File: config.mk
export PLATFORM = sky130hd
export DESIGN_NAME = xbc_ext_bus_ctrl
export DESIGN_NICKNAME = d
export VERILOG_FILES = /design/src/core/xbc_pkg.sv /design/src/core/xbc_ext_bus_ctrl.sv
export SDC_FILE = /design/constraint.sdc
export NUM_CORES = 1
export LEC_CHECK = 0
export BUFFER_PORTS_ARGS = -buffer_cell sky130_fd_sc_hd__buf_2
export CAP_MARGIN = 20
export CORE_UTILIZATION = 56
export DETAILED_ROUTE_END_ITERATION = 7
export HOLD_SLACK_MARGIN = 0.05
export PLACE_DENSITY = 0.93
export SYNTH_ARGS = -nofsm -noshare
export SYNTH_HDL_FRONTEND = slang
export SYNTH_SLANG_ARGS = --single-unit
File: constraint.sdc
create_clock -name clk_sys_i -period 9.3 [get_ports clk_sys_i]
set_input_delay 0.93 -clock clk_sys_i [delete_from_list [all_inputs] [get_ports clk_sys_i]]
set_output_delay 0.93 -clock clk_sys_i [all_outputs]
set_load 0.02 [all_outputs]
File: src/core/xbc_pkg.sv
// Package: constants, carriers and state layout of the external bus controller
package xbc_pkg;

	// ------------------------------------------------------------------
	// Sizes and fixed values
	// ------------------------------------------------------------------
	localparam int          XBC_WIN_NUM    = 4;
	localparam int          XBC_CS_NUM     = 5;
	localparam logic [23:0] XBC_XRAM_FIRST = 24'h00e000;
	localparam logic [23:0] XBC_XRAM_LAST  = 24'h00e7ff;
	localparam logic [4:0]  XBC_CS_IDLE    = 5'h1f;
	localparam logic [3:0]  XBC_CNT_ZERO   = 4'h0;
	localparam logic [3:0]  XBC_CNT_ONE    = 4'h1;
	localparam logic [11:0] XBC_PAGE_ONE   = 12'h001;

	// Synchronised pins: bit positions and value after reset
	localparam int          XBC_PIN_READY  = 2;
	localparam int          XBC_PIN_HOLD_N = 1;
	localparam int          XBC_PIN_HOLD_ACK_PIN_N = 0;
	localparam logic [2:0]  XBC_PIN_RESET  = 3'h3;

	// Segment lines driven per address space, index is xbc_space_t
	localparam logic [3:0][7:0] XBC_SEG_MASK = {8'h00, 8'h03, 8'h0f, 8'hff};

	// ------------------------------------------------------------------
	// Types
	// ------------------------------------------------------------------
	typedef enum logic [1:0] {
		XBC_MODE_DEMUX16 = 2'h0,
		XBC_MODE_MUX16   = 2'h1,
		XBC_MODE_MUX8    = 2'h2,
		XBC_MODE_DEMUX8  = 2'h3
	} xbc_bus_mode_t;

	typedef enum logic [1:0] {
		XBC_SPACE_16M  = 2'h0,
		XBC_SPACE_1M   = 2'h1,
		XBC_SPACE_256K = 2'h2,
		XBC_SPACE_64K  = 2'h3
	} xbc_space_t;

	typedef enum logic [2:0] {
		XBC_ST_IDLE    = 3'h0,
		XBC_ST_ADDR    = 3'h1,
		XBC_ST_DELAY   = 3'h2,
		XBC_ST_STROBE  = 3'h3,
		XBC_ST_RECOVER = 3'h4,
		XBC_ST_HELD    = 3'h5,
		XBC_ST_GRANT   = 3'h6
	} xbc_state_t;

	typedef struct packed {
		logic          active;
		xbc_bus_mode_t mode;
		logic [3:0]    wait_states;
		logic          tristate_wait;
		logic          ale_long;
		logic          rw_delay;
		logic          ready_en;
		logic          ready_polarity_bit;
		logic          cs_en;
	} xbc_bus_cfg_t;

	typedef struct packed {
		logic [11:0] start;
		logic [3:0]  size;
	} xbc_addr_sel_t;

	typedef struct packed {
		logic       hold_enable_bit;
		logic       chip_select_timing_bit;
		logic       port6_bit7_direction;
		logic       ext_ram_enable_bit;
		logic       single_chip;
		xbc_space_t space;
	} xbc_sys_cfg_t;

	typedef struct packed {
		logic        valid;
		logic        write;
		logic [23:0] addr;
		logic [15:0] wdata;
	} xbc_req_t;

	typedef struct packed {
		xbc_state_t   st;
		logic [3:0]   cnt;
		logic         hold_armed;
		logic [2:0]   sync1;
		logic [2:0]   sync2;
		logic [2:0]   sync3;
		logic [2:0]   pin_flt;
		xbc_req_t     cur;
		xbc_bus_cfg_t cfg;
		logic [2:0]   win_idx;
		logic [15:0]  port0_out;
		logic [1:0]   port0_oe_n;
		logic [15:0]  port1_addr;
		logic         port1_oe_n;
		logic [7:0]   seg;
		logic [7:0]   seg_oe_n;
		logic         ctrl_oe_n;
		logic         ale;
		logic         rd_n;
		logic         wr_n;
		logic [4:0]   cs_n;
		logic         bus_request_pin_n;
		logic         bus_request_pin_oe_n;
		logic         hold_ack_pin_n;
		logic         hold_ack_pin_oe_n;
		logic         rsp_valid;
		logic         rsp_err;
		logic [15:0]  rsp_rdata;
	} xbc_regs_t;

	localparam xbc_regs_t XBC_REGS_RESET = '{
		st: XBC_ST_IDLE, cnt: 4'h0, hold_armed: 1'b0,
		sync1: XBC_PIN_RESET, sync2: XBC_PIN_RESET, sync3: XBC_PIN_RESET,
		pin_flt: XBC_PIN_RESET, cur: '0, cfg: '0, win_idx: 3'h0,
		port0_out: 16'h0000, port0_oe_n: 2'h3, port1_addr: 16'h0000, port1_oe_n: 1'b1,
		seg: 8'h00, seg_oe_n: 8'hff, ctrl_oe_n: 1'b1, ale: 1'b0, rd_n: 1'b1, wr_n: 1'b1,
		cs_n: XBC_CS_IDLE, bus_request_pin_n: 1'b1, bus_request_pin_oe_n: 1'b1, hold_ack_pin_n: 1'b1, hold_ack_pin_oe_n: 1'b1,
		rsp_valid: 1'b0, rsp_err: 1'b0, rsp_rdata: 16'h0000
	};

endpackage
File: src/core/xbc_ext_bus_ctrl.sv
// Module: external bus controller, CPU request side to port pins
`timescale 1ns/100ps
// ----------------------------------------------------------------------
// Summary of operation
// - Single-chip mode leaves the bus undriven; four external modes exist.
// - Each mode: 16 or 8 bit data, muxed or not, 16-24 bit address.
// - Demuxed: address on second port, data on first, low byte if 8-bit.
// - Muxed: first port carries address, then data on the same lines.
// - Cycle time, tri-state time, ALE length and read/write delay programmable.
// - Four address windows, each a select and configuration pair.
// - Window four beats three, window two beats one on overlap.
// - Addresses outside all windows use the default configuration.
// - Five chip selects: one per window plus default region.
// - Ready-enabled window cycles are extended until device drives ready active.
// - Ready active level chosen per window by its polarity bit.
// - Arbitration off until hold enable set; then pins belong to controller.
// - Master after reset; direction bit one makes hold-acknowledge an input.
// - Segment lines: eight for 16M, four 1M, two 256K, none 64K.
// - By default chip selects change half a cycle after ALE rises.
// - With chip select timing bit set they change with ALE rising.
// - Disabled extension RAM range goes external using the matching window.
// ----------------------------------------------------------------------
module xbc_ext_bus_ctrl (
	input  wire logic                                  clk_sys_i,
	input  wire logic                                  reset_i,
	input  wire xbc_pkg::xbc_req_t                     req_i,
	output logic                                       rsp_valid_o,
	output logic                                       rsp_err_o,
	output logic [15:0]                                rsp_rdata_o,
	input  wire xbc_pkg::xbc_sys_cfg_t                 sys_cfg_i,
	input  wire xbc_pkg::xbc_bus_cfg_t                 default_bus_config_i,
	input  wire xbc_pkg::xbc_addr_sel_t [3:0]          window_addr_select_i,
	input  wire xbc_pkg::xbc_bus_cfg_t [3:0]           window_bus_config_i,
	input  wire logic [15:0]                           port0_in_i,
	output logic [15:0]                                port0_out_o,
	output logic [1:0]                                 port0_oe_n_o,
	output logic [15:0]                                port1_addr_o,
	output logic                                       port1_oe_n_o,
	output logic [7:0]                                 port4_seg_o,
	output logic [7:0]                                 port4_seg_oe_n_o,
	output logic                                       ctrl_oe_n_o,
	output logic                                       ale_o,
	output logic                                       rd_n_o,
	output logic                                       wr_n_o,
	output logic [4:0]                                 chip_select_out_n_o,
	input  wire logic                                  ready_i,
	input  wire logic                                  hold_n_i,
	input  wire logic                                  hold_ack_pin_n_i,
	output logic                                       hold_ack_pin_n_o,
	output logic                                       hold_ack_pin_oe_n_o,
	output logic                                       bus_request_pin_n_o,
	output logic                                       bus_request_pin_oe_n_o
);

	// ------------------------------------------------------------------
	// Declarations
	// ------------------------------------------------------------------
	xbc_pkg::xbc_regs_t                regs;
	xbc_pkg::xbc_regs_t                next_regs;
	xbc_pkg::xbc_bus_cfg_t [4:0]       all_cfg;
	logic [3:0]                        win_hit;
	logic [2:0]                        win_sel;
	logic                              xram_hit;
	logic                              slave_mode;
	logic                              master_arb;
	logic                              hold_req;
	logic                              accept_ext;
	logic                              launch;
	xbc_pkg::xbc_bus_cfg_t             l_cfg;
	xbc_pkg::xbc_req_t                 l_req;
	logic [2:0]                        l_idx;
	logic [4:0]                        cs_dec;
	logic [4:0]                        l_cs_dec;
	logic [7:0]                        seg_mask;

	function automatic logic is_mux(input xbc_pkg::xbc_bus_mode_t m);
		return (m == xbc_pkg::XBC_MODE_MUX16) || (m == xbc_pkg::XBC_MODE_MUX8);
	endfunction

	function automatic logic is_narrow(input xbc_pkg::xbc_bus_mode_t m);
		return (m == xbc_pkg::XBC_MODE_MUX8) || (m == xbc_pkg::XBC_MODE_DEMUX8);
	endfunction

	function automatic logic [4:0] cs_of(input xbc_pkg::xbc_bus_cfg_t c, input logic [2:0] i);
		logic [4:0] v;
		v = xbc_pkg::XBC_CS_IDLE;
		if (c.cs_en) begin
			v[i] = 1'b0;
		end
		return v;
	endfunction

	// ------------------------------------------------------------------
	// Window decode
	// ------------------------------------------------------------------
	assign all_cfg[0] = default_bus_config_i;

	// Window size is 4K bytes shifted by the size code; a code of 12 or more covers all
	generate
		for (genvar g = 0; g < xbc_pkg::XBC_WIN_NUM; g++) begin : g_win
			logic [11:0] mask;
			assign mask = ~((xbc_pkg::XBC_PAGE_ONE << window_addr_select_i[g].size)
				- xbc_pkg::XBC_PAGE_ONE);
			assign all_cfg[g + 1] = window_bus_config_i[g];
			assign win_hit[g] = window_bus_config_i[g].active
				&& ((req_i.addr[23:12] & mask) == (window_addr_select_i[g].start & mask));
		end
	endgenerate

	// Later tests win, so the higher window of each pair takes over
	always_comb begin
		win_sel = 3'h0;
		if (win_hit[0]) begin
			win_sel = 3'h1;
		end
		if (win_hit[1]) begin
			win_sel = 3'h2;
		end
		if (win_hit[2]) begin
			win_sel = 3'h3;
		end
		if (win_hit[3]) begin
			win_sel = 3'h4;
		end
	end

	// Only an enabled extension RAM keeps its range off the pins
	assign xram_hit = sys_cfg_i.ext_ram_enable_bit && (req_i.addr >= xbc_pkg::XBC_XRAM_FIRST)
		&& (req_i.addr <= xbc_pkg::XBC_XRAM_LAST);

	assign slave_mode = regs.hold_armed && sys_cfg_i.port6_bit7_direction;
	assign master_arb = regs.hold_armed && !sys_cfg_i.port6_bit7_direction;
	assign hold_req   = master_arb && !regs.pin_flt[xbc_pkg::XBC_PIN_HOLD_N];
	assign accept_ext = (regs.st == xbc_pkg::XBC_ST_IDLE) && req_i.valid && !regs.rsp_valid
		&& !hold_req && !sys_cfg_i.single_chip && !xram_hit;
	assign cs_dec     = cs_of(regs.cfg, regs.win_idx);
	assign seg_mask   = xbc_pkg::XBC_SEG_MASK[sys_cfg_i.space];

	// ------------------------------------------------------------------
	// Next state
	// ------------------------------------------------------------------
	always_comb begin
		next_regs = regs;
		launch = 1'b0;
		l_cfg = regs.cfg;
		l_req = regs.cur;
		l_idx = regs.win_idx;
		// Ready, hold and hold-acknowledge come from other clock domains
		next_regs.sync1 = {ready_i, hold_n_i, hold_ack_pin_n_i};
		next_regs.sync2 = regs.sync1;
		next_regs.sync3 = regs.sync2;
		for (int b = 0; b < 3; b++) begin
			if (regs.sync2[b] == regs.sync3[b]) begin
				next_regs.pin_flt[b] = regs.sync3[b];
			end
		end
		next_regs.rsp_valid = 1'b0;
		next_regs.rsp_err = 1'b0;
		// Once armed, arbitration stays on until reset
		if (sys_cfg_i.hold_enable_bit) begin
			next_regs.hold_armed = 1'b1;
		end
		next_regs.hold_ack_pin_oe_n = !master_arb;
		next_regs.bus_request_pin_oe_n = !regs.hold_armed;
		case (regs.st)
			xbc_pkg::XBC_ST_IDLE: begin
				next_regs.ale = 1'b0;
				next_regs.rd_n = 1'b1;
				next_regs.wr_n = 1'b1;
				next_regs.cs_n = xbc_pkg::XBC_CS_IDLE;
				next_regs.hold_ack_pin_n = 1'b1;
				next_regs.bus_request_pin_n = 1'b1;
				next_regs.port0_oe_n = 2'h3;
				next_regs.ctrl_oe_n = sys_cfg_i.single_chip || slave_mode;
				next_regs.port1_oe_n = sys_cfg_i.single_chip || slave_mode;
				next_regs.seg_oe_n = (sys_cfg_i.single_chip || slave_mode) ? 8'hff : ~seg_mask;
				if (hold_req) begin
					// Float first; acknowledge follows one cycle later
					next_regs.st = xbc_pkg::XBC_ST_HELD;
					next_regs.ctrl_oe_n = 1'b1;
					next_regs.port1_oe_n = 1'b1;
					next_regs.seg_oe_n = 8'hff;
				end else if (req_i.valid && !regs.rsp_valid) begin
					if (sys_cfg_i.single_chip || xram_hit) begin
						next_regs.rsp_valid = 1'b1;
						next_regs.rsp_err = sys_cfg_i.single_chip;
						next_regs.rsp_rdata = 16'h0000;
					end else begin
						next_regs.cur = req_i;
						next_regs.cfg = all_cfg[win_sel];
						next_regs.win_idx = win_sel;
						l_req = req_i;
						l_cfg = all_cfg[win_sel];
						l_idx = win_sel;
						if (slave_mode) begin
							next_regs.st = xbc_pkg::XBC_ST_GRANT;
							next_regs.bus_request_pin_n = 1'b0;
						end else begin
							launch = 1'b1;
						end
					end
				end
			end
			xbc_pkg::XBC_ST_GRANT: begin
				next_regs.bus_request_pin_n = 1'b0;
				if (!regs.pin_flt[xbc_pkg::XBC_PIN_HOLD_ACK_PIN_N]) begin
					launch = 1'b1;
				end
			end
			xbc_pkg::XBC_ST_ADDR: begin
				next_regs.cs_n = cs_dec;
				if (regs.cnt != xbc_pkg::XBC_CNT_ZERO) begin
					next_regs.cnt = regs.cnt - xbc_pkg::XBC_CNT_ONE;
				end else begin
					next_regs.ale = 1'b0;
					next_regs.cnt = regs.cfg.wait_states;
					// Muxed lines turn round to data here
					next_regs.port0_out = regs.cur.wdata;
					next_regs.port0_oe_n = regs.cur.write
						? {is_narrow(regs.cfg.mode), 1'b0} : 2'h3;
					if (regs.cfg.rw_delay) begin
						next_regs.st = xbc_pkg::XBC_ST_DELAY;
					end else begin
						next_regs.st = xbc_pkg::XBC_ST_STROBE;
						next_regs.rd_n = regs.cur.write;
						next_regs.wr_n = !regs.cur.write;
					end
				end
			end
			xbc_pkg::XBC_ST_DELAY: begin
				next_regs.st = xbc_pkg::XBC_ST_STROBE;
				next_regs.rd_n = regs.cur.write;
				next_regs.wr_n = !regs.cur.write;
			end
			xbc_pkg::XBC_ST_STROBE: begin
				if (regs.cnt != xbc_pkg::XBC_CNT_ZERO) begin
					next_regs.cnt = regs.cnt - xbc_pkg::XBC_CNT_ONE;
				end else if (!regs.cfg.ready_en || (regs.pin_flt[xbc_pkg::XBC_PIN_READY]
						== regs.cfg.ready_polarity_bit)) begin
					// Data is stable while the strobe is held, so it is taken directly
					next_regs.rsp_rdata = is_narrow(regs.cfg.mode)
						? {8'h00, port0_in_i[7:0]} : port0_in_i;
					next_regs.rd_n = 1'b1;
					next_regs.wr_n = 1'b1;
					next_regs.st = xbc_pkg::XBC_ST_RECOVER;
					next_regs.cnt = regs.cfg.tristate_wait
						? xbc_pkg::XBC_CNT_ONE : xbc_pkg::XBC_CNT_ZERO;
				end
			end
			xbc_pkg::XBC_ST_RECOVER: begin
				next_regs.port0_oe_n = 2'h3;
				if (regs.cnt != xbc_pkg::XBC_CNT_ZERO) begin
					next_regs.cnt = regs.cnt - xbc_pkg::XBC_CNT_ONE;
				end else begin
					next_regs.st = xbc_pkg::XBC_ST_IDLE;
					next_regs.cs_n = xbc_pkg::XBC_CS_IDLE;
					next_regs.rsp_valid = 1'b1;
				end
			end
			xbc_pkg::XBC_ST_HELD: begin
				next_regs.hold_ack_pin_n = 1'b0;
				next_regs.bus_request_pin_n = !(req_i.valid && !regs.rsp_valid);
				if (regs.pin_flt[xbc_pkg::XBC_PIN_HOLD_N]) begin
					next_regs.hold_ack_pin_n = 1'b1;
					next_regs.bus_request_pin_n = 1'b1;
					next_regs.st = xbc_pkg::XBC_ST_IDLE;
				end
			end
			default: begin
				next_regs.st = xbc_pkg::XBC_ST_IDLE;
			end
		endcase
		l_cs_dec = cs_of(l_cfg, l_idx);
		if (launch) begin
			next_regs.st = xbc_pkg::XBC_ST_ADDR;
			next_regs.cnt = l_cfg.ale_long ? xbc_pkg::XBC_CNT_ONE : xbc_pkg::XBC_CNT_ZERO;
			next_regs.ale = 1'b1;
			next_regs.ctrl_oe_n = 1'b0;
			next_regs.port1_addr = l_req.addr[15:0];
			next_regs.port1_oe_n = is_mux(l_cfg.mode);
			next_regs.seg = l_req.addr[23:16] & seg_mask;
			next_regs.seg_oe_n = ~seg_mask;
			next_regs.port0_out = l_req.addr[15:0];
			next_regs.port0_oe_n = is_mux(l_cfg.mode) ? 2'h0 : 2'h3;
			// Without the timing bit the selects follow one tick, half a CPU clock, later
			next_regs.cs_n = sys_cfg_i.chip_select_timing_bit
				? l_cs_dec : xbc_pkg::XBC_CS_IDLE;
		end
	end

	always_ff @(posedge clk_sys_i or posedge reset_i) begin
		if (reset_i) begin
			regs <= xbc_pkg::XBC_REGS_RESET;
		end else begin
			regs <= next_regs;
		end
	end

	// ------------------------------------------------------------------
	// Outputs
	// ------------------------------------------------------------------
	assign rsp_valid_o            = regs.rsp_valid;
	assign rsp_err_o              = regs.rsp_err;
	assign rsp_rdata_o            = regs.rsp_rdata;
	assign port0_out_o            = regs.port0_out;
	assign port0_oe_n_o           = regs.port0_oe_n;
	assign port1_addr_o           = regs.port1_addr;
	assign port1_oe_n_o           = regs.port1_oe_n;
	assign port4_seg_o            = regs.seg;
	assign port4_seg_oe_n_o       = regs.seg_oe_n;
	assign ctrl_oe_n_o            = regs.ctrl_oe_n;
	assign ale_o                  = regs.ale;
	assign rd_n_o                 = regs.rd_n;
	assign wr_n_o                 = regs.wr_n;
	assign chip_select_out_n_o    = regs.cs_n;
	assign hold_ack_pin_n_o       = regs.hold_ack_pin_n;
	assign hold_ack_pin_oe_n_o    = regs.hold_ack_pin_oe_n;
	assign bus_request_pin_n_o    = regs.bus_request_pin_n;
	assign bus_request_pin_oe_n_o = regs.bus_request_pin_oe_n;
endmodule // xbc_ext_bus_ctrl

==> metrics.yaml, run 1 <==
cts:
  clk_latency_ns: 0.43
  root_buffer: "clkbuf_16"
  cts-hold-fix-buffers: 0
  cts.path.max_buffers: 2
  cts_setup_buffers: 0
  htree_levels: 4
  cts-buffers-inserted: 17
  cts_tree: "yes"
  cts_resized: 0
  clkSinkCount: 153
  clk_pin_slew_ns: 0.06
layout:
  layout-drive-gt1-share_pct: 30.46
  fin_util_pct: 67.12
  final_nets: 1420
  area_growth_pct: 17.19
  stdcell_area_sq_um: 10660
  fillerInstances: 1260
  antenna_cells: 0
sta:
  slew_headroom_pct: 34.28
  grt_setup_unrepaired: "false"
  max_slew.worst_pin.slew_ns: 0.9857
  final_hold_viol_count: 0
  finalSetupViolations: 0
  clock_skew_ns: 0.02207
  fmax_mhz: 232.0
  setup-tns-final_ns: 0
  setup_ws_ns: 4.989
  period_needed_ns: 4.311
  report.final.slew_viol_count: 0
  period_share_pct: 46.36
grt:
  grt_use_met2_pct: 50.32
  grt_max_degree: 100
  grt_overflow: 0
  grt_pass1_wl_um: 38810
  grt.total_usage_pct: 30.37
  use_met1_pct: 36.45
  antenna_found_initial: 0
  top_usage_layer: "met2"
  grt_pass1_vias: 7814
  met3_usage_pct: 8.134
floorplan:
  die-area_sq_um: 16760
  initial_core_util_pct: 57.28
  fp.dieW_um: 129.5
  fp-row-count: 46
  coreArea_sq_um: 15890
  io_pins: 281
  die_h_um: 129.5
pwr:
  peakVddDrop_v: 0.0002044
  power.density_nw_per_um2: 275.5
  netSwitchingFraction_pct: 38.02
  seq_power_share_pct: 37.3
  power.leakage_nw: 5.174
  switching_power_mw: 1.117
  pwr-share-clk_pct: 25.7
  intPower_mw: 1.820
  total_power_mw: 2.937
  pwr-share-comb_pct: 36.9
route:
  wl_um: 25100
  dr.first_iter.drc_count: 626
  num_vias: 8201
  ant_nets: 0
  drc: 0
  vias_per_cell: 5.679
  wl_per_cell_um: 17.38
  first_pass_iters: 5
placed_design:
  port_buffers: 279
  place_area_sq_um: 9993
  place_ws_ns: 4.611
  place.detailed.hpwl_um: 17870
  gp_congestion: 0.9682
setup_path:
  path_class: "input pin to flop"
  endpoint_kind: "flop"
  cp.required_ns: 9.63
  cp_max_fo: 22
  critPathLaunchType: "input pin"
  critPathArrivalTime_ns: 4.65
  reg2reg_depth: 7
min_path:
  hold_class: "flop to flop"
  hold_depth: 0
synthesis:
  synth_cells: 1049
  synth.cell_area_sq_um: 9099
  syn_nets: 1254
  synth-seq-cells: 153
  yosysTopAreaCell: "dfrtp_1"
  ys_top_cells_by_area: "dfrtp_1 35%, dfstp_2 7.5%, nand2_1 6.7%"
  yosysMostFrequentCell: "nand2_1"
  ys_warn_count: 0
  syn_avg_cell_area_sq_um: 8.674
  ys_seq_area_share_pct: 42.44
  synthDistinctLibCells: 76
  synth_edf_count: 0
  yosysTopAreaCellShare_pct: 34.93
  synthFlopType: "dfrtp_1"
  synth_common_cells: "162 x nand2_1, 127 x dfrtp_1, 104 x nor2_1, 73 x buf_4, 70 x a21oi_1"
  async_flop_share_pct: 100.0
run_status:
  outcome: "complete, no violations"
job:
  drv_cap: 0
-- worst max-delay path: stages --
cell and delay [ns]:
buf_2 0.18, or4_1 0.58, ha_1 0.34, or4_1 0.55, a21oi_1 0.16, o32ai_1 0.13
nor4_4 0.28, buf_4 0.34, nor4_1 0.10, o311ai_1 0.42, a21o_1 0.23, nor4bb_4 0.27
a21oi_1 0.11
-- path summary, 6_finish.rpt --
kind | start | end | slack, ns
max reg2reg | regs[159]$_DFFE_PP0P_ | port0_out_o[14]$_DFFE_PP0P_ | 5.91
min reg2reg | next_regs[148]$_DFF_PP0_ | next_regs[145]$_DFF_PP0_ | 0.35
min in group asynchronous | reset_i | port0_out_o[5]$_DFFE_PP0P_ | 0.68
max in group asynchronous | reset_i | regs[158]$_DFFE_PP0P_ | 7.37
max | window_addr_select_i[51] | chip_select_out_n_o[3]$_DFFE_PP1P_ | 4.99
min | next_regs[148]$_DFF_PP0_ | next_regs[145]$_DFF_PP0_ | 0.35
-- state kept, by name, indices dropped and copies added, names as in the netlist, 2 cells and up --
| signal | flops |
|---|---|
| port4_seg_oe_n_o | 3 |
| port4_seg_o | 8 |
| port0_oe_n_o | 2 |
| rsp_rdata_o | 16 |
| next_regs | 6 |
| port1_addr_o | 16 |
| port0_out_o | 16 |
| chip_select_out_n_o | 5 |
| regs | 70 |
-- metal layers --
layer  wire (um)  vias to the layer above  share of wire (%)
met5           0                        -                  0
met4         909                        0                3.6
met3        1887                       67                7.5
met2       12230                      394                 49
met1       10070                     3875                 40
li1            -                     3865                  -
-- cell usage in the layout, fill, tap and decap left out, types with 5 or more instances in the layout --
master     instances
a21oi_1           69
a221o_1           17
a31o_2             5
a31oi_1            8
and2_0             5
and2_1             8
and3_1             5
buf_2            279
buf_4              7
clkbuf_16         17
clkbuf_8           5
dfrtp_1          127
dfstp_2           26
ha_1               6
inv_1             37
mux2i_1           24
nand2_1          162
nand2b_1          11
nand3_1           22
nand3b_1           6
nor2_1           104
nor2b_1           10
nor3_1            33
nor4b_1            6
o21a_1             5
o21ai_0           49
o221ai_1           5
o22ai_1            9
o2bb2ai_1          5
or3_1              6
or4_1              6
xnor2_1           21
xor2_1            31
-- cell type report --
class                   instances  area [sq um]  share of cell area, %
clock inverters                 9         160.2                  1.502
multi-input cells             718          4265                  40.00
clock buffers                  23         498.0                  4.670
well taps                     216         270.3                  2.535
inverters                      38         147.6                  1.385
flip-flops and latches        153          3861                  36.21
repair buffers                287          1460                  13.69
-- logic make-up after synthesis --
| group | count (synthesis) | share of synthesized area (%) |
|---|---|---|
| simple gates | 408 | 21.16 |
| compound gates | 222 | 16.27 |
| buf+inv | 178 | 10.85 |
| flops | 153 | 42.44 |
| xor+xnor | 54 | 5.363 |
| mux | 25 | 2.764 |
| fa+ha+maj | 9 | 1.155 |
-- power groups by stage --
stage / Clock [mW] / Sequential (mW) / Combinational (mW)
after floorplan: 0 / 1.05 / 0.933
after global placement: 0 / 1.09 / 1.03
after detailed placement: 0 / 1.09 / 1.07
after CTS: 0.766 / 1.09 / 1.08
after global routing: 0.792 / 1.12 / 1.19
final: 0.756 / 1.10 / 1.08
-- metrics by stage --
stage          hold slack (ns)  instances
2_1_floorplan           0.3312       1049
3_3_place_gp            0.3355       1411
3_5_place_dp            0.3364       1411
4_1_cts                 0.3502       1443
5_1_grt                 0.3528       1444
6_report                0.3484       1444
No activity file was read; power rests on OpenSTA's default activity.
==> inputs of run 2 (changes only) <==
Settings changed: CORE_UTILIZATION 56 to 52, PLACE_DENSITY 0.93 to 0.88.
Clock period 9.3 ns to 4 ns, I/O delays scaled along.
==> run 2 against run 1 <==
  * Worst setup slack got worse by 4.4 ns
  * Die area increased by 7.6%
  * Final cell count increased by 1.4%
  * Largest power group is now combinational cells
==> metrics.yaml, run 2 (synthesis results as in run 1) <==
cts:
  root_buffer: "clkbuf_16"
  clkSinkCount: 153  # unchanged
  clk_latency_ns: 0.43  # about the same
  cts_setup_buffers: 0  # unchanged
  cts-buffers-inserted: 17  # unchanged
  htree_levels: 4  # unchanged
  cts.path.max_buffers: 2  # unchanged
  cts_resized: 0  # unchanged
  cts_tree: "yes"
  cts-hold-fix-buffers: 0  # unchanged
  clk_pin_slew_ns: 0.06  # about the same
sta:
  period_share_pct: 85.41
  grt_setup_unrepaired: "false"
  setup-tns-final_ns: 0  # unchanged
  slew_headroom_pct: 33.97  # -0.31 points
  fmax_mhz: 292.7
  max_slew.worst_pin.slew_ns: 0.9883  # +0.002645 ns
  finalSetupViolations: 0  # unchanged
  clock_skew_ns: 0.009710  # -0.01236 ns
  report.final.slew_viol_count: 0  # unchanged
  period_needed_ns: 3.416
  final_hold_viol_count: 0  # unchanged
layout:
  largest_reg_flops: 70  # unchanged
  top_register: "regs"
  final_common_cell: "buf_2"
  antenna_cells: 0  # unchanged
  fin_util_pct: 62.53  # -4.6 points
  fin_cells: 1464  # +1.4%
  final_nets: 1431  # +0.77%
  layout-drive-gt1-share_pct: 31.07  # +0.62 points
  final_cell_mix: "279 x buf_2, 162 x nand2_1, 127 x dfrtp_1"
  area_growth_pct: 18.04
setup_path:
  worst_path_largest_cell_delay_ns: 0.56  # -0.02 ns
  path_class: "input pin to flop"
  critPathLaunchType: "input pin"
  cp.required_ns: 4.35  # -5.28 ns
  cpMaxStageDelayCell: "or4_1"
  cp_cell_sequence: "buf_2, or4_1, ha_1, or4_1, a21oi_1, o32ai_1, nor4_4, buf_4, buf_4, a21oi_4, mux2_2, nor4bb_4, a21oi_1"
  cp_max_fo: 15  # -32%
  critPathArrivalTime_ns: 3.77  # -0.88 ns
  endpoint_kind: "flop"
floorplan:
  die_h_um: 134.3  # +3.7%
  io_pins: 281  # unchanged
  fp-row-count: 48  # +4.3%
  die-area_sq_um: 18030  # +7.6%
  fp.dieW_um: 134.3  # +3.7%
  coreArea_sq_um: 17180  # +8.1%
  initial_core_util_pct: 52.97  # -4.3 points
route:
  ant_nets: 0  # unchanged
  wl_um: 25180  # +0.31%
  drc: 0  # unchanged
  wl_per_cell_um: 17.20  # -1.1%
  num_vias: 8141  # -0.73%
  dr.first_iter.drc_count: 520  # -17%
  vias_per_cell: 5.561  # -2.1%
  first_pass_iters: 5  # unchanged
grt:
  grt_pass1_wl_um: 39180  # +0.94%
  grt.total_usage_pct: 28.06  # -2.3 points
  grt_overflow: 0  # unchanged
  grt_max_degree: 154  # +54%
  grt_pass1_vias: 7771  # -0.55%
  antenna_found_initial: 0  # unchanged
run_status:
  outcome: "complete, no violations"
job:
  drv_cap: 0  # unchanged
min_path:
  hold_class: "input pin to flop"
pwr:
  peakVddDrop_v: 0.0004613  # +130%
  total_power_mw: 6.741  # +130%
  power.density_nw_per_um2: 627.7  # +130%
  power.leakage_nw: 5.208  # +0.67%
placed_design:
  place.detailed.hpwl_um: 18060  # +1.1%
  port_buffers: 279  # unchanged
  gp_congestion: 0.9341  # -3.5%
  place_inst: 1431  # +1.4%
run 2: cell types whose count changed in the layout (fill, tap and decap cells not counted), sizes merged:
cell	change
clkinvlp	+2
clkbuf	+1
inv	-1
bufinv	-2
buf	+11
run 2: area by class of cell:
| cell class | count | area (sq um) |
|---|---|---|
| tap | 225 | 281.5 |
| timing repair buffer | 298 | 1559 |
| clock buffer | 24 | 511.7 |
| multi-input combinational | 718 | 4273 |
| fill | 1444 | 6436 |
| clock inverter | 8 | 107.6 |
| sequential | 153 | 3861 |
| inverter | 38 | 146.4 |
run 2: stage by stage:
stage / hold slack (ns) / cell area (sq um) / setup WS [ns]
global route: 0.06412 / 10740 / 0.4022
detailed placement: 0.3358 / 10110 / 0.1611
finish: 0.07318 / 10740 / 0.5837
floorplan: 0.3312 / 9102 / 0.5270
CTS: 0.06074 / 10730 / 0.5884
global placement: 0.3347 / 10110 / 0.2334
run 2: final timing paths:
kind,from,to,slack (ns),cells past startpoint
setup / recovery,window_addr_select_i[51],chip_select_out_n_o[2]$_DFFE_PP1P_,0.58,13
hold / removal,hold_n_i,next_regs[147]$_DFF_PP1_,0.07,1
setup reg to reg,regs[158]$_DFFE_PP0P_,port4_seg_o[3]$_DFFE_PP0P_,1.00,9
hold reg to reg,next_regs[148]$_DFF_PP0_,next_regs[145]$_DFF_PP0_,0.35,0
max in group asynchronous,reset_i,regs[136]$_DFFE_PP0P_,3.23,3
min in group asynchronous,reset_i,port1_addr_o[0]$_DFFE_PP0P_,0.23,3
run 2: report_power, final:
| group | internal [mW] | total, mW | switching, mW |
|---|---|---|---|
| Sequential | 2.16 | 2.48 | 0.318 |
| Clock | 1.02 | 1.66 | 0.633 |
| Combinational | 0.965 | 2.61 | 1.64 |
run 2: layer usage:
layer  track usage, %  routed length [um]  vias to the layer above
met2            46.46               12310                      346
met3            6.992                1765                       52
met5                0                   0                        -
met1            35.62               10410                     3846
li1                 -                   -                     3897
met4            9.988                 693                        0
run 2: critical path: cells and delay by family:
kind                     cells  cell delay, ns
AND/OR/NAND/NOR              4            1.63
multiplexers                 1            0.31
AO/OA/AOI/OAI                4            0.57
buffers and inverters        3            0.62
adder cells (fa/ha/maj)      1            0.23
==> inputs of run 3 (changes only) <==
Settings changed: BUFFER_PORTS_ARGS -buffer_cell sky130_fd_sc_hd__buf_2 to -buffer_cell sky130_fd_sc_hd__buf_4, CORE_UTILIZATION 52 to 50, PLACE_DENSITY 0.88 to 0.85.
==> run 3 against run 2 <==
  * Die area increased by 3.9%
  * Routed wire length is 1.9% higher
  * First-iteration DRC count increased by 10%
  * Design area up 6.3%
  * Sequential cell count is the same
  * Via count is 0.23% lower
  * Final cell count about the same
  * Maximum frequency is 3.2% higher
  * Sequential power rose by 2%
  * Clock power hardly changed
  * Clock skew increased by 0.0057 ns
  * Global-route usage is 0.55 points lower
  * Largest cell class unchanged
  * Largest power group unchanged
==> metrics.yaml, run 3 (synthesis results as in run 1) <==
cts:
  htree_levels: 4  # unchanged
  cts_resized: 0  # unchanged
  clkSinkCount: 153  # unchanged
  cts-hold-fix-buffers: 0  # unchanged
  cts_setup_buffers: 0  # unchanged
  cts.path.max_buffers: 2  # unchanged
  clk_latency_ns: 0.43  # about the same
  cts-buffers-inserted: 17  # unchanged
  root_buffer: "clkbuf_16"
  clk_pin_slew_ns: 0.06  # about the same
  cts_tree: "yes"
sta:
  final_hold_viol_count: 0  # unchanged
  grt_setup_unrepaired: "false"
  setup-tns-final_ns: 0  # unchanged
  report.final.slew_viol_count: 0  # unchanged
  fmax_mhz: 302.0  # +3.2%
  max_slew.worst_pin.slew_ns: 1.026  # +0.03792 ns
  period_needed_ns: 3.311  # -0.1049 ns
  finalSetupViolations: 0  # unchanged
  slew_headroom_pct: 31.58  # -2.4 points
  period_share_pct: 82.78  # -2.6 points
  clock_skew_ns: 0.01543  # +0.005716 ns
floorplan:
  fp.dieW_um: 136.9  # +1.9%
  fp-row-count: 48  # unchanged
  io_pins: 281  # unchanged
  coreArea_sq_um: 17540  # +2.1%
  die_h_um: 136.9  # +1.9%
  die-area_sq_um: 18740  # +3.9%
  initial_core_util_pct: 51.88  # -1.1 points
setup_path:
  path_delay_family: "simple AND/OR/NAND/NOR gates"
  worst_path_largest_cell_delay_ns: 0.55  # about the same
  cp_max_fo: 15  # unchanged
  cpMaxStageDelayCell: "or4_1"
  critPathArrivalTime_ns: 3.66  # -0.11 ns
  cpMostUsedCell: "buf_4"
  cp_cell_sequence: "buf_4, or4_1, ha_1, or4_1, a21oi_1, o32ai_1, nor4_4, buf_4, buf_4, nand3_1, nand2_1, a21o_1, nor4bb_4, a21oi_1"
  cp.required_ns: 4.35  # about the same
  endpoint_kind: "flop"
  path_buf_inv: 3  # unchanged
  path_class: "input pin to flop"
  critPathLaunchType: "input pin"
route:
  vias_per_cell: 5.552  # -0.17%
  wl_per_cell_um: 17.54  # +2.0%
  drc: 0  # unchanged
  first_pass_iters: 5  # unchanged
  ant_nets: 0  # unchanged
  dr.first_iter.drc_count: 574  # +10%
  num_vias: 8122  # -0.23%
  wl_um: 25670  # +1.9%
layout:
  area_growth_pct: 25.52
  top_register: "regs"
  final_nets: 1430  # -0.070%
  final_cell_mix: "295 x buf_4, 162 x nand2_1, 127 x dfrtp_1"
  fillerInstances: 1379  # -4.5%
  largest_reg_flops: 70  # unchanged
  layout-drive-gt1-share_pct: 31.02  # -0.056 points
  multi_input_area_sq_um: 4265  # -0.18%
  final_common_cell: "buf_4"
  antenna_cells: 0  # unchanged
  fin_util_pct: 65.13  # +2.6 points
  fin_cells: 1463  # -0.068%
  seq_area_sq_um: 3861  # unchanged
grt:
  antenna_found_initial: 0  # unchanged
  grt.total_usage_pct: 27.51  # -0.55 points
  grt_overflow: 0  # unchanged
  grt_max_degree: 154  # unchanged
  grt_pass1_wl_um: 39340  # +0.40%
  grt_pass1_vias: 7625  # -1.9%
pwr:
  pwr-share-clk_pct: 24.0  # -0.6 points
  netSwitchingFraction_pct: 37.63  # -0.80 points
  total_power_mw: 7.011  # +4.0%
  switching_power_mw: 2.638  # +1.8%
  power.leakage_nw: 5.423  # +4.1%
  intPower_mw: 4.373  # +5.3%
  power.density_nw_per_um2: 613.8  # -2.2%
  pwr-share-comb_pct: 40.0  # +1.3 points
  seq_power_share_pct: 36.0  # -0.8 points
  peakVddDrop_v: 0.0004392  # -4.8%
placed_design:
  place.detailed.hpwl_um: 18560  # +2.8%
  gp_congestion: 0.8956  # -4.1%
  port_buffers: 279  # unchanged
  place_inst: 1431  # unchanged
run_status:
  outcome: "complete, no violations"
job:
  drv_cap: 0  # unchanged
min_path:
  hold_class: "input pin to flop"
[run 3: cell types whose count changed in the layout (fill, tap and decap cells not counted), moves of 2 or more]
cell / change
buf_2: -279
buf_4: +278
clkbuf_8: -4
clkinv_4: -2
clkinvlp_4: +2
inv_6: +2
[run 3: metal layers]
metal	GRT usage, %	wire [um]
met1	34.16	10480
met2	44.87	12330
met3	6.778	1986
met4	13.19	865
met5	0	0
[run 3: power groups by stage]
stage / Clock [mW] / Combinational [mW] / Sequential [mW]
CTS: 1.71 / 2.81 / 2.52
detailed placement: 0 / 2.79 / 2.52
global placement: 0 / 2.71 / 2.50
global route: 1.78 / 3.06 / 2.58
finish: 1.68 / 2.80 / 2.52
floorplan: 0 / 2.17 / 2.44
[run 3: path summary, 6_finish.rpt]
check | startpoint | endpoint | slack, ns | cells past startpoint
worst min register to register | next_regs[148]$_DFF_PP0_ | next_regs[145]$_DFF_PP0_ | 0.36 | 0
worst max-delay path | window_addr_select_i[51] | chip_select_out_n_o[3]$_DFFE_PP1P_ | 0.69 | 14
min in group asynchronous | reset_i | port1_addr_o[2]$_DFFE_PP0P_ | 0.20 | 3
worst max register to register | regs[158]$_DFFE_PP0P_ | port0_out_o[2]$_DFFE_PP0P_ | 0.95 | 8
worst min-delay path | hold_ack_pin_n_i | next_regs[146]$_DFF_PP1_ | 0.08 | 1
max in group asynchronous | reset_i | port0_out_o[13]$_DFFE_PP0P_ | 3.21 | 3
[run 3: worst reg2reg max path, cell delays in order (launching register included)]
cell and delay, ns:
dfrtp_1 0.57, nor3_1 0.54, nor2b_1 0.37, nand3_2 0.12
a21oi_1 0.23, a21o_2 0.36, nor2_1 0.24, buf_6 0.20
a221o_1 0.31
[run 3: cell type report]
type | count | area share, %
inverter | 38 | 1.282
timing repair buffer | 297 | 19.66
tap | 225 | 2.465
clock inverter | 12 | 1.435
clock buffer | 20 | 3.999
multi-input combinational | 718 | 37.35
sequential | 153 | 33.81
[run 3: metrics by stage]
| step | setup WS (ns) | hold WS (ns) | cell area [sq um] |
|---|---|---|---|
| 3_3_place_gp | 0.3146 | 0.3359 | 10790 |
| 4_1_cts | 0.6987 | 0.06886 | 11420 |
| 2_1_floorplan | 0.5270 | 0.3312 | 9102 |
| 3_5_place_dp | 0.2442 | 0.3402 | 10800 |
| 6_report | 0.6886 | 0.08149 | 11420 |
| 5_1_grt | 0.3950 | 0.06564 | 11420 |
